`src/qsp_pkg.sv`:
```
// Shared constants and types of the queued serial port
package qsp_pkg;

  // ***********************************************
  // Register map, one block of registers per channel
  // ***********************************************
  localparam int          QSP_AXI_AW       = 8;
  localparam int          QSP_CH_LSB       = 5;
  localparam int          QSP_REG_LSB      = 2;
  localparam logic [2:0]  QSP_IDX_MODE     = 3'h0;
  localparam logic [2:0]  QSP_IDX_TXQ      = 3'h1;
  localparam logic [2:0]  QSP_IDX_RXQ      = 3'h2;
  localparam logic [2:0]  QSP_IDX_STAT     = 3'h3;
  localparam logic [2:0]  QSP_IDX_LAST     = 3'h3;
  localparam logic [1:0]  QSP_RESP_OKAY    = 2'h0;
  localparam logic [1:0]  QSP_RESP_DECERR  = 2'h3;

  // ***********************************************
  // Mode register fields
  // ***********************************************
  localparam logic [15:0] QSP_MODE_RESET   = 16'h0000;
  localparam logic [15:0] QSP_MODE_WMASK   = 16'h07FF;
  localparam int          QSP_SRC_LSB      = 8;
  localparam int          QSP_SYNC_BIT     = 7;
  localparam int          QSP_CHR_BIT      = 6;
  localparam int          QSP_PE_BIT       = 5;
  localparam int          QSP_ODD_BIT      = 4;

  // ***********************************************
  // Status register fields
  // ***********************************************
  localparam int          QSP_ST_RXCNT_LSB = 0;
  localparam int          QSP_ST_TXCNT_LSB = 8;
  localparam int          QSP_ST_PERR_BIT  = 16;
  localparam int          QSP_ST_FERR_BIT  = 17;
  localparam int          QSP_ST_BUSY_BIT  = 18;

  // ***********************************************
  // Data path sizes and timing
  // ***********************************************
  localparam int          QSP_FIFO_DEPTH   = 64;
  localparam int          QSP_CHANNELS     = 2;
  localparam int          QSP_TICK_DIV     = 8;
  localparam logic [4:0]  QSP_RATIO_SYNC   = 5'h02;

  typedef enum logic [2:0] {
    QSP_S_IDLE  = 3'b000,
    QSP_S_START = 3'b001,
    QSP_S_DATA  = 3'b010,
    QSP_S_PAR   = 3'b011,
    QSP_S_STOP  = 3'b100
  } qsp_state_t;

endpackage : qsp_pkg

```
`src/qsp_top.sv`:
```
// Two-channel queued serial port with AXI4-Lite register access
//
// Function
// - Receive bits enter shifter LSB first
// - Complete character moves to receive queue automatically
// - Receive queue holds 64 eight-bit characters
// - Reading empty receive queue gives undefined value
// - Characters arriving at full queue are dropped
// - Receive queue port is read-only
// - Transmit shifter sends queued character LSB first
// - Next queued character loads automatically after one
// - Write to idle transmitter starts transmission
// - Transmit queue 64 bytes, write-only
// - Writes to full transmit queue are ignored
// - Shifters are not reachable by software
// - Mode register top five bits read zero
// - Sampling field selects async oversampling ratio
// - Prohibited sampling codes; field async only
// - Bit 7 selects async or synchronous mode
// - Bit 6 selects 8 or 7 bits, async
// - Synchronous mode always uses eight bits
// - Seven-bit frames omit transmit bit 7
// - Parity enable bit 5, async only
// - Bit 4 selects even or odd parity
//
// Implementation choices: the register addresses and the AXI4-Lite register port.
`timescale 1ns/1ns

module qsp_top #(
  parameter int NCH      = qsp_pkg::QSP_CHANNELS,
  parameter int DEPTH    = qsp_pkg::QSP_FIFO_DEPTH,
  parameter int TICK_DIV = qsp_pkg::QSP_TICK_DIV
) (
  input  wire logic                            aclk,
  input  wire logic                            aresetn,
  input  wire logic [qsp_pkg::QSP_AXI_AW-1:0]  s_axi_awaddr,
  input  wire logic                            s_axi_awvalid,
  output logic                                 s_axi_awready,
  input  wire logic [31:0]                     s_axi_wdata,
  input  wire logic [3:0]                      s_axi_wstrb,
  input  wire logic                            s_axi_wvalid,
  output logic                                 s_axi_wready,
  output logic [1:0]                           s_axi_bresp,
  output logic                                 s_axi_bvalid,
  input  wire logic                            s_axi_bready,
  input  wire logic [qsp_pkg::QSP_AXI_AW-1:0]  s_axi_araddr,
  input  wire logic                            s_axi_arvalid,
  output logic                                 s_axi_arready,
  output logic [31:0]                          s_axi_rdata,
  output logic [1:0]                           s_axi_rresp,
  output logic                                 s_axi_rvalid,
  input  wire logic                            s_axi_rready,
  input  wire logic [NCH-1:0]                  rxd,
  output logic      [NCH-1:0]                  txd,
  output logic      [NCH-1:0]                  sck
);
  import qsp_pkg::*;

  localparam int PW = $clog2(DEPTH);
  localparam int CW = PW + 1;
  localparam int TW = (TICK_DIV > 1) ? $clog2(TICK_DIV) : 1;
  localparam logic [CW-1:0] FULL_CNT = CW'(DEPTH);
  localparam logic [TW-1:0] TICK_TOP = TW'(TICK_DIV - 1);

  // ***********************************************
  // Helper functions
  // ***********************************************
  function automatic logic addr_ok(input logic [QSP_AXI_AW-1:0] a);
    addr_ok = (a[QSP_AXI_AW-1:QSP_CH_LSB] < NCH)
              && (a[QSP_CH_LSB-1:QSP_REG_LSB] <= QSP_IDX_LAST);
  endfunction : addr_ok

  // Bit period in sample ticks; prohibited codes fall back to 1/16
  function automatic logic [4:0] ratio(input logic [15:0] m);
    if (m[QSP_SYNC_BIT]) begin
      ratio = QSP_RATIO_SYNC;
    end else begin
      unique case (m[QSP_SRC_LSB+:3])
        3'h0:    ratio = 5'h10;
        3'h1:    ratio = 5'h05;
        3'h2:    ratio = 5'h0B;
        3'h3:    ratio = 5'h0D;
        3'h4:    ratio = 5'h1D;
        default: ratio = 5'h10;
      endcase
    end
  endfunction : ratio

  function automatic logic [2:0] last_bit(input logic [15:0] m);
    last_bit = (!m[QSP_SYNC_BIT] && m[QSP_CHR_BIT]) ? 3'h6 : 3'h7;
  endfunction : last_bit

  function automatic logic par_on(input logic [15:0] m);
    par_on = !m[QSP_SYNC_BIT] && m[QSP_PE_BIT];
  endfunction : par_on

  // ***********************************************
  // AXI4-Lite slave
  // ***********************************************
  logic [QSP_AXI_AW-1:0] aw_addr_q;
  logic [31:0]           w_data_q;
  logic [3:0]            w_strb_q;
  logic                  wr_fire;
  logic                  rd_fire;
  logic [NCH-1:0]        wr_sel;
  logic [NCH-1:0]        rd_sel;
  logic [2:0]            wr_idx;
  logic [2:0]            rd_idx;

  assign wr_fire = !s_axi_awready && !s_axi_wready && !s_axi_bvalid;
  assign rd_fire = s_axi_arvalid && s_axi_arready;
  assign wr_idx  = aw_addr_q[QSP_CH_LSB-1:QSP_REG_LSB];
  assign rd_idx  = s_axi_araddr[QSP_CH_LSB-1:QSP_REG_LSB];

  always_comb begin
    for (int c = 0; c < NCH; c++) begin
      wr_sel[c] = wr_fire && addr_ok(aw_addr_q)
                  && (aw_addr_q[QSP_AXI_AW-1:QSP_CH_LSB] == c);
      rd_sel[c] = rd_fire && addr_ok(s_axi_araddr)
                  && (s_axi_araddr[QSP_AXI_AW-1:QSP_CH_LSB] == c);
    end
  end

  always_ff @(posedge aclk) begin
    if (!aresetn) begin
      s_axi_awready <= 1'b1;
      aw_addr_q     <= '0;
    end else if (s_axi_awvalid && s_axi_awready) begin
      s_axi_awready <= 1'b0;
      aw_addr_q     <= s_axi_awaddr;
    end else if (s_axi_bvalid && s_axi_bready) begin
      s_axi_awready <= 1'b1;
    end
  end

  always_ff @(posedge aclk) begin
    if (!aresetn) begin
      s_axi_wready <= 1'b1;
      w_data_q     <= '0;
      w_strb_q     <= '0;
    end else if (s_axi_wvalid && s_axi_wready) begin
      s_axi_wready <= 1'b0;
      w_data_q     <= s_axi_wdata;
      w_strb_q     <= s_axi_wstrb;
    end else if (s_axi_bvalid && s_axi_bready) begin
      s_axi_wready <= 1'b1;
    end
  end

  always_ff @(posedge aclk) begin
    if (!aresetn) begin
      s_axi_bvalid <= 1'b0;
      s_axi_bresp  <= QSP_RESP_OKAY;
    end else if (wr_fire) begin
      s_axi_bvalid <= 1'b1;
      s_axi_bresp  <= addr_ok(aw_addr_q) ? QSP_RESP_OKAY : QSP_RESP_DECERR;
    end else if (s_axi_bready) begin
      s_axi_bvalid <= 1'b0;
    end
  end

  // ***********************************************
  // Per-channel state visible to the read mux
  // ***********************************************
  logic [15:0]   mode_q   [NCH];
  logic [7:0]    rx_head  [NCH];
  logic [CW-1:0] rx_cnt_q [NCH];
  logic [CW-1:0] tx_cnt_q [NCH];
  logic [NCH-1:0] perr_q;
  logic [NCH-1:0] ferr_q;
  logic [NCH-1:0] busy;

  always_ff @(posedge aclk) begin
    if (!aresetn) begin
      s_axi_arready <= 1'b1;
      s_axi_rvalid  <= 1'b0;
      s_axi_rdata   <= '0;
      s_axi_rresp   <= QSP_RESP_OKAY;
    end else if (rd_fire) begin
      s_axi_arready <= 1'b0;
      s_axi_rvalid  <= 1'b1;
      s_axi_rdata   <= '0;
      s_axi_rresp   <= addr_ok(s_axi_araddr) ? QSP_RESP_OKAY : QSP_RESP_DECERR;
      for (int c = 0; c < NCH; c++) begin
        if (rd_sel[c]) begin
          unique case (rd_idx)
            QSP_IDX_MODE: s_axi_rdata[15:0] <= mode_q[c] & QSP_MODE_WMASK;
            QSP_IDX_RXQ:  s_axi_rdata[7:0]  <= rx_head[c];
            QSP_IDX_STAT: begin
              s_axi_rdata[QSP_ST_RXCNT_LSB+:CW] <= rx_cnt_q[c];
              s_axi_rdata[QSP_ST_TXCNT_LSB+:CW] <= tx_cnt_q[c];
              s_axi_rdata[QSP_ST_PERR_BIT]      <= perr_q[c];
              s_axi_rdata[QSP_ST_FERR_BIT]      <= ferr_q[c];
              s_axi_rdata[QSP_ST_BUSY_BIT]      <= busy[c];
            end
            default: s_axi_rdata <= '0;
          endcase
        end
      end
    end else if (s_axi_rvalid && s_axi_rready) begin
      s_axi_arready <= 1'b1;
      s_axi_rvalid  <= 1'b0;
    end
  end

  // ***********************************************
  // Sample tick shared by both channels
  // ***********************************************
  logic [TW-1:0] div_q;
  logic          tick;

  assign tick = (div_q == TICK_TOP);

  always_ff @(posedge aclk) begin
    if (!aresetn || tick) begin
      div_q <= '0;
    end else begin
      div_q <= div_q + 1'b1;
    end
  end

  // ***********************************************
  // Channels
  // ***********************************************
  for (genvar ch = 0; ch < NCH; ch++) begin : g_ch
    logic [7:0]    rx_mem [DEPTH];
    logic [7:0]    tx_mem [DEPTH];
    logic [PW-1:0] rx_wp_q, rx_rp_q, tx_wp_q, tx_rp_q;
    logic          rx_push, rx_pop, tx_push, tx_pop;
    logic [7:0]    rx_sh_q, tx_sh_q;
    logic [4:0]    rx_tk_q, tx_tk_q;
    logic [2:0]    rx_bit_q, tx_bit_q;
    logic          rx_par_q, tx_par_q, sck_prev_q;
    qsp_state_t    rx_st_q, tx_st_q;
    logic [4:0]    rat;
    logic          sync, tx_end, rx_mid, rx_end, sck_rise, perr_set, ferr_set;
    logic          st_clr;

    assign sync     = mode_q[ch][QSP_SYNC_BIT];
    assign rat      = ratio(mode_q[ch]);
    assign tx_end   = tick && (tx_tk_q == rat - 5'h01);
    assign rx_mid   = tick && (rx_tk_q == (rat >> 1) - 5'h01);
    assign rx_end   = tick && (rx_tk_q == rat - 5'h01);
    assign sck_rise = sck[ch] && !sck_prev_q;
    assign rx_head[ch] = rx_mem[rx_rp_q];
    assign busy[ch]    = (tx_st_q != QSP_S_IDLE);
    assign rx_pop   = rd_sel[ch] && (rd_idx == QSP_IDX_RXQ)
                      && (rx_cnt_q[ch] != '0);
    assign tx_push  = wr_sel[ch] && (wr_idx == QSP_IDX_TXQ) && w_strb_q[0]
                      && (tx_cnt_q[ch] != FULL_CNT);
    assign tx_pop   = (tx_st_q == QSP_S_IDLE) && (tx_cnt_q[ch] != '0);
    assign st_clr   = wr_sel[ch] && (wr_idx == QSP_IDX_STAT) && w_strb_q[2];

    // Mode register; receive queue address takes no write
    always_ff @(posedge aclk) begin
      if (!aresetn) begin
        mode_q[ch] <= QSP_MODE_RESET;
      end else if (wr_sel[ch] && (wr_idx == QSP_IDX_MODE)) begin
        if (w_strb_q[0]) mode_q[ch][7:0]  <= w_data_q[7:0];
        if (w_strb_q[1]) mode_q[ch][15:8] <= w_data_q[15:8] & QSP_MODE_WMASK[15:8];
      end
    end

    // Queues; memories need no reset, pointers do
    always_ff @(posedge aclk) begin
      if (rx_push) rx_mem[rx_wp_q] <= sync ? {rxd[ch], rx_sh_q[7:1]} :
                                      (last_bit(mode_q[ch]) == 3'h6) ?
                                      {1'b0, rx_sh_q[7:1]} : rx_sh_q;
      if (tx_push) tx_mem[tx_wp_q] <= w_data_q[7:0];
    end

    always_ff @(posedge aclk) begin
      if (!aresetn) begin
        rx_wp_q <= '0;
        rx_rp_q <= '0;
        tx_wp_q <= '0;
        tx_rp_q <= '0;
        rx_cnt_q[ch] <= '0;
        tx_cnt_q[ch] <= '0;
      end else begin
        rx_wp_q <= rx_wp_q + PW'(rx_push);
        rx_rp_q <= rx_rp_q + PW'(rx_pop);
        tx_wp_q <= tx_wp_q + PW'(tx_push);
        tx_rp_q <= tx_rp_q + PW'(tx_pop);
        rx_cnt_q[ch] <= rx_cnt_q[ch] + CW'(rx_push) - CW'(rx_pop);
        tx_cnt_q[ch] <= tx_cnt_q[ch] + CW'(tx_push) - CW'(tx_pop);
      end
    end

    // Transmitter
    always_ff @(posedge aclk) begin
      if (!aresetn) begin
        tx_st_q  <= QSP_S_IDLE;
        tx_sh_q  <= '0;
        tx_tk_q  <= '0;
        tx_bit_q <= '0;
        tx_par_q <= 1'b0;
        txd[ch]  <= 1'b1;
      end else begin
        tx_tk_q <= tick ? (tx_end ? 5'h00 : tx_tk_q + 5'h01) : tx_tk_q;
        unique case (tx_st_q)
          QSP_S_IDLE: begin
            txd[ch] <= 1'b1;
            tx_tk_q <= '0;
            if (tx_pop) begin
              tx_sh_q  <= tx_mem[tx_rp_q];
              tx_bit_q <= '0;
              tx_par_q <= mode_q[ch][QSP_ODD_BIT];
              tx_st_q  <= sync ? QSP_S_DATA : QSP_S_START;
              txd[ch]  <= sync ? tx_mem[tx_rp_q][0] : 1'b0;
            end
          end
          QSP_S_START: if (tx_end) begin
            tx_st_q <= QSP_S_DATA;
            txd[ch] <= tx_sh_q[0];
          end
          QSP_S_DATA: if (tx_end) begin
            tx_sh_q  <= tx_sh_q >> 1;
            tx_par_q <= tx_par_q ^ tx_sh_q[0];
            tx_bit_q <= tx_bit_q + 3'h1;
            if (tx_bit_q == last_bit(mode_q[ch])) begin
              tx_st_q <= sync ? QSP_S_IDLE :
                         (par_on(mode_q[ch]) ? QSP_S_PAR : QSP_S_STOP);
              txd[ch] <= sync ? 1'b1 :
                         (par_on(mode_q[ch]) ? tx_par_q ^ tx_sh_q[0] : 1'b1);
            end else begin
              txd[ch] <= tx_sh_q[1];
            end
          end
          QSP_S_PAR: if (tx_end) begin
            tx_st_q <= QSP_S_STOP;
            txd[ch] <= 1'b1;
          end
          QSP_S_STOP: if (tx_end) begin
            tx_st_q <= QSP_S_IDLE;
          end
          default: tx_st_q <= QSP_S_IDLE;
        endcase
      end
    end

    // Serial clock: low for the first half of each synchronous bit, idles high
    always_ff @(posedge aclk) begin
      if (!aresetn) begin
        sck[ch]    <= 1'b1;
        sck_prev_q <= 1'b1;
      end else begin
        sck[ch]    <= !(sync && (tx_pop || (tx_st_q == QSP_S_DATA)
                        && (tx_end ? (tx_bit_q != last_bit(mode_q[ch]))
                                   : ((tx_tk_q == 5'h00) && !tick))));
        sck_prev_q <= sck[ch];
      end
    end

    // Receiver; synchronous mode only captures while this end drives the clock
    assign rx_push = (((rx_st_q == QSP_S_STOP) && rx_end)
                      || (sync && sck_rise && (rx_bit_q == 3'h7)))
                     && (rx_cnt_q[ch] != FULL_CNT);
    assign perr_set = (rx_st_q == QSP_S_PAR) && rx_end
                      && (rxd[ch] != (rx_par_q ^ mode_q[ch][QSP_ODD_BIT]));
    assign ferr_set = (rx_st_q == QSP_S_STOP) && rx_end && !rxd[ch];

    always_ff @(posedge aclk) begin
      if (!aresetn) begin
        rx_st_q  <= QSP_S_IDLE;
        rx_sh_q  <= '0;
        rx_tk_q  <= '0;
        rx_bit_q <= '0;
        rx_par_q <= 1'b0;
      end else begin
        rx_tk_q <= tick ? (rx_end || rx_mid && rx_st_q == QSP_S_START ? 5'h00 :
                           rx_tk_q + 5'h01) : rx_tk_q;
        unique case (rx_st_q)
          QSP_S_IDLE: begin
            rx_tk_q <= '0;
            if (sync) begin
              if (sck_rise) begin
                rx_sh_q  <= {rxd[ch], rx_sh_q[7:1]};
                rx_bit_q <= rx_bit_q + 3'h1;
              end
            end else if (tick && !rxd[ch]) begin
              rx_st_q  <= QSP_S_START;
              rx_bit_q <= '0;
              rx_par_q <= 1'b0;
            end
          end
          QSP_S_START: if (rx_mid) begin
            rx_st_q <= rxd[ch] ? QSP_S_IDLE : QSP_S_DATA;
          end
          QSP_S_DATA: if (rx_end) begin
            rx_sh_q  <= {rxd[ch], rx_sh_q[7:1]};
            rx_par_q <= rx_par_q ^ rxd[ch];
            rx_bit_q <= rx_bit_q + 3'h1;
            if (rx_bit_q == last_bit(mode_q[ch])) begin
              rx_st_q <= par_on(mode_q[ch]) ? QSP_S_PAR : QSP_S_STOP;
            end
          end
          QSP_S_PAR: if (rx_end) begin
            rx_st_q <= QSP_S_STOP;
          end
          QSP_S_STOP: if (rx_end) begin
            rx_st_q <= QSP_S_IDLE;
          end
          default: rx_st_q <= QSP_S_IDLE;
        endcase
      end
    end

    // Error flags: write one to clear, a new event wins over the clear
    always_ff @(posedge aclk) begin
      if (!aresetn) begin
        perr_q[ch] <= 1'b0;
        ferr_q[ch] <= 1'b0;
      end else begin
        perr_q[ch] <= perr_set || (perr_q[ch]
                      && !(st_clr && w_data_q[QSP_ST_PERR_BIT]));
        ferr_q[ch] <= ferr_set || (ferr_q[ch]
                      && !(st_clr && w_data_q[QSP_ST_FERR_BIT]));
      end
    end
  end

endmodule : qsp_top

```
`config.mk`:
```
export PLATFORM = sky130hd
export DESIGN_NAME = qsp_top
export DESIGN_NICKNAME = d
export VERILOG_FILES = /design/src/qsp_pkg.sv /design/src/qsp_top.sv
export SDC_FILE = /design/constraint.sdc
export NUM_CORES = 2
export LEC_CHECK = 0
export ABC_CLOCK_PERIOD_IN_PS = 4700
export BUFFER_PORTS_ARGS = -buffer_cell sky130_fd_sc_hd__buf_2
export CAP_MARGIN = 20
export CORE_ASPECT_RATIO = 1.75
export CORE_MARGIN = 2
export CORE_UTILIZATION = 45
export CTS_BUF_LIST = sky130_fd_sc_hd__clkbuf_4
export DETAILED_ROUTE_END_ITERATION = 7
export GPL_TIMING_DRIVEN = 0
export HOLD_SLACK_MARGIN = 0.03
export RECOVER_POWER = 25
export SLEW_MARGIN = 20
export SYNTH_ARGS = -nofsm -noshare
export SYNTH_HDL_FRONTEND = slang
export SYNTH_SLANG_ARGS = --single-unit
```
`constraint.sdc`:
```
create_clock -name aclk -period 4.7 [get_ports aclk]
set_input_delay 0.705 -clock aclk [delete_from_list [all_inputs] [get_ports aclk]]
set_output_delay 0.705 -clock aclk [all_outputs]
set_load 0.01 [all_outputs]
```
# After elaboration in Yosys (flattened, before gate mapping)
# Memories as Yosys holds them, arrays and structs flattened. A register that Yosys moved wholly into a read port is not among the register bits.
# Index checks and enable logic that the tools add are counted.
[totals] ff_bits=211 latchBits=0 ram_bits=2098 rom_bits=0 input_bits=61 output_inout_bits=45 word_cells=519 n_memories=7
[op_classes] addsub=29 n_mul=0 div_mod_pow=0 magnitude_cmp=4 eq_ne=87 n_shift=0 n_mux=175 bitwise_logic=15 reduce_logical=152
[mem_list] memory="g_ch[0].rx_mem" words=64 word_bits=8 read_ports=1 rd_ports_with_merged_regs=1 write_ports=1 line="qsp_top.sv:226" text="logic [7:0] rx_mem [DEPTH];"
[mem_list] memory="g_ch[0].tx_mem" words=64 word_bits=8 read_ports=1 rd_ports_with_merged_regs=1 write_ports=1 line="qsp_top.sv:227" text="logic [7:0] tx_mem [DEPTH];"
[mem_list] memory="g_ch[1].rx_mem" words=64 word_bits=8 read_ports=1 rd_ports_with_merged_regs=1 write_ports=1 line="qsp_top.sv:226"
[mem_list] memory="g_ch[1].tx_mem" words=64 word_bits=8 read_ports=1 rd_ports_with_merged_regs=1 write_ports=1 line="qsp_top.sv:227"
[mem_list] memory="mode_q" words=2 word_bits=11 read_ports=2 rd_ports_with_merged_regs=0 write_ports=2 line="qsp_top.sv:165" text="logic [15:0] mode_q [NCH];"
[mem_list] memory="rx_cnt_q" words=2 word_bits=7 read_ports=2 rd_ports_with_merged_regs=0 write_ports=2 line="qsp_top.sv:167" text="logic [CW-1:0] rx_cnt_q [NCH];"
[mem_list] memory="+1 memories"
[op_table] op="$mux 3" n=45
[op_table] op="$mux 8" n=16
[op_table] op="$logic_and 1x1->1" n=77
[op_table] op="$mux 1" n=64
[op_table] op="$pmux 8 s2" n=4
[op_table] op="$pmux 7 s3" n=3
[op_table] op="$ne 2x2->1 const B" n=30
[op_table] op="$pmux 3 s5" n=4
[op_table] op="$add 6x1->6" n=8
[op_table] op="$eq 3x2->1 const B" n=15
[op_table] op="$pmux 5 s4" n=2
[op_table] op="$eq 3x3->1 const B" n=11
[op_table] op="$mux 32" n=1
[op_table] op="$reduce_and 4->1" n=8
[op_table] op="$eq 5x5->1" n=6
[op_table] op="$mux 5" n=6
[op_table] op="$pmux 3 s2" n=5
[op_table] op="$add 7x1->7" n=4
[op_table] op="$mux 7" n=4
[op_table] op="$ne 7x7->1 const B" n=4
[op_table] op="$reduce_bool 7->1" n=4
[op_table] op="$sub 7x1->7" n=4
[op_table] op="$eq 3x1->1 const B" n=9
[op_table] op="$logic_not 3->1" n=8
[op_table] op="32 further kinds" n=120

# Logic depth before layout (Yosys ltp)
# An unclocked memory read counts as a cell.
[depth] word_depth=13 ltp_mapped=24 ltp_nobuf=21

# Least setup slack after synthesis
# Ideal clock, no wire load.
[synth_timing] kind="reg2reg" start="memory mode_q[0][8] (netlist name)" end="memory rx_cnt_q[0][6] (netlist name)" setup_time_ps=70 t_arrival_ps=4483 required_ps=4630 slack_ps=147 stages_incl_launch_ff=23 n_path_buf=3 period_less_slack_ps=4553 path_cell_list="edfxtp_1 > buf_6 > nor4b_4 > a31oi_1 > ha_1 > or4b_4 > o211a_1 > a21o_1 > and4b_1 > buf_2 > o21ai_1 > buf_2 > inv_1 > ha_1 > inv_1 > fa_1 > inv_1 > a21oi_1 > nor2_1 > o21ai_0 > a21oi_1 > or3_1 > a21oi_1"
[synth_rtl] element="from (decl)" line="qsp_top.sv:165"
[synth_rtl] element="to (decl)" line="qsp_top.sv:167"

==> run metrics <==
status=finished with violations; failing checks=capacitance limit, slew limit; die area=between 0.2 and 0.25 sq mm; CTS root buffer=clkbuf_4; dominant cell type by area after synthesis=edfxtp_1; WP data required=between 5000 and 6000 ps; Die X-Extent=approximately 350 um; CTS tree=done; GRT Util Overall=about a quarter; endpoints failing setup=0; Reg2Reg Depth=15; Die Span Y=between 600 and 700 um; grt ovf=0; number of synthesized flops with an enable pin=between 2k and 2.5k; CP arrival=approximately 5500 ps; Fin Clk Skew=approximately 66 ps; share of cells above drive strength 1=30.1%; clock transition at the registers of the reported paths=approximately 80 ps; Max IR drop VDD=roughly 0.21 mV; Area contributors post-synth=edfxtp_1, mux4_2, dfxtp_1; FFs w/ async S/R, synth=0%; number of port buffers=between 60 and 70; RSZ-0062 raised after global routing=yes; Synth Area per Inst=roughly 18 sq um; H-tree depth=6; critical path class=flop to flop; initial antenna violation count=13; Final Cycle Share=99.6%; Hold Crit Class=primary input to flop; vias per std cell=about 5.8; Iter 0 DRT Violations=about 4.5k; Pwr Total=approximately 45 mW; post-DP HPWL=approximately 180000 um; fmax=214 MHz; Worst Path Max Fanout=10; Core Util, Final=approximately half; routed length per instance=a little under 30 um; vias in the first global route=between 50k and 60k; most common cell after layout, fill and taps aside=edfxtp_1; antenna violation net count after detailed routing=0; Starting Density=a little under half; Inserted Clock Buffers=between 500 and 600; Yosys reg bits=roughly 2.3k; drt total wl=approximately 260000 um; DR pass1 iterations=6; max-cap violation count=16; # DRC=0; endpoint class of the critical path=flop; synthesized instance count=5101; top-area cell type share of the netlist area=67.4%; cell count after placement=7915; Seq/Total Area, Yosys=between 70% and 80%; P per Cell Area=~430 mW/mm^2; hold path depth=5; pin count of the biggest net entering global routing=70; placer congestion estimate=between 0.8 and 0.9; Hold Vio Cnt, Final=0; area grow syn2layout=14.1%; final std cells w/o fill=roughly 9k; FILL cells=~17k; Vias=52.0k; hold slack=around 170 ps; commonest cells after routing, fill and taps aside=edfxtp_1, clkbuf_4, mux4_2; area of the multi-input gates=roughly 0.025 sq mm; leakage power=33.4 nW; register area=0.0665 sq mm; Top FF cell, synth=edfxtp_1; Ys Warns=0; worst-margin pin slew=between 3000 and 4000 ps; clk sinks=around 2.3k; Startpoint Class=flop; Core Rows=219; nets@finish=6024; Yosys cell types=93; first-pass GRT wire length=about 370000 um; clk_lat worst skew=about 1200 ps; Setup Total Neg Slack=0 ps; Pins Over Slew Limit=between 800 and 900; slew margin rel.=-105%; Post-Syn Area=0.0922 sq mm; minimum clock period after layout=approximately 4700 ps; # IOs=approximately 110; clk buf depth=4; core area=just over 0.2 sq mm
[Yosys cell counts (7+ instances only)]
cell          n
nand3_1      62
a31oi_1      16
a22oi_1      30
o22ai_1      34
a221oi_2      7
nand2b_1     23
nor4_1       67
o221ai_1     27
clkbuf_1    169
a21o_1        8
nor2b_1      18
buf_4        21
nor3_1       59
a21oi_1     145
xnor2_1      44
xor2_1       55
mux2i_1     212
o211ai_1     13
buf_1        58
nand4_1      22
and2_1       56
a211oi_1     23
nand3b_1     23
mux2_2       35
buf_2        64
o2111ai_1     9
or3b_2        7
o21a_1        7
nor3b_1      13
a22o_1       12
edfxtp_1   2070
ha_1         72
o21ai_0      90
nor2_1      345
or3_1        22
or2_2        14
mux4_2      504
a221oi_1     34
inv_1        92
dfxtp_1     216
nand2_1     195
[flip-flops by register name (all words and copies together) (netlist names), 13 cells and up]
register and flops:
g_ch.rx_mem 1024, g_ch.tx_mem 1024, mode_q 22, s_axi_rdata 18, g_ch.rx_sh_q 16, g_ch.tx_sh_q 16, rx_cnt_q 14, tx_cnt_q 14
w_data_q 13
[cell families after synthesis]
kind of cell | share of synthesized area (%)
fa+ha+maj | 1.06
buf+inv | 1.89
flops | 72.1
xor+xnor | 0.965
mux | 15.0
compound gates | 3.90
other cells | 0.00407
simple gates | 5.00
[repair_timing]
| item | 4_1_cts | 5_1_grt |
|---|---|---|
| buffers inserted | 15 | 17 |
| hold buffers | 53 | 0 |
| pin swaps | 9 | 24 |
| hold endpoints to repair | 36 | 0 |
| endpoints found under the setup margin | 845 | 436 |
| resized for setup | 52 | 61 |
[critical path, cell delays in order, from the launching register on]
cell and delay [ps]:
edfxtp_1 380, buf_6 140, or3b_4 440, a21oi_4 200
inv_4 60, ha_4 160, or4b_4 550, o221ai_4 180
or3_4 160, nand4_1 90, buf_6 170, a22o_4 260
buf_12 140, buf_4 130, buf_1 400, nor3_2 810
[layout make-up]
cell class | instances | area share, %
antenna | 9 | 0.0214
clock buffer | 781 | 5.57
clock inverter | 144 | 0.923
multi-input combinational | 2417 | 23.7
timing repair buffer | 236 | 1.62
sequential | 2286 | 63.2
inverter | 93 | 0.341
tap | 2652 | 3.15
buffer | 317 | 1.42
[where the power goes]
group / switching (mW) / total [mW] / internal [mW]
registers: 0.250 / 22.5 / 22.2
logic: 3.38 / 6.12 / 2.74
clock network: 7.77 / 16.2 / 8.46
total: 11.4 / 44.8 / 33.4
[path summary, 6_finish.rpt]
path                         from               endpoint  slack, ps
setup / recovery     mode_q[1][8]  g_ch[1].rx_mem[40][0]         20
hold / removal    s_axi_araddr[5]         s_axi_rdata[2]        170
setup reg to reg     mode_q[1][8]  g_ch[1].rx_mem[40][0]         20
hold reg to reg          div_q[0]               div_q[0]        430
[stage by stage]
step / instance area, sq um / setup WS (ps)
5_1_grt: 105000 / -133
2_1_floorplan: 92200 / 147
3_3_place_gp: 95800 / -2610
6_report: 105000 / 17.2
4_1_cts: 105000 / -44.6
3_5_place_dp: 97400 / -1470
[layer usage]
layer	track usage, %	share of wire, %	vias to the layer above
li1	-	-	22446
met2	44.6	53	2086
met3	3.71	5.4	659
met4	14.5	6.1	2
met1	27.1	35	26856
met5	0	0.0050	-
No activity file was read; power rests on OpenSTA's default activity.
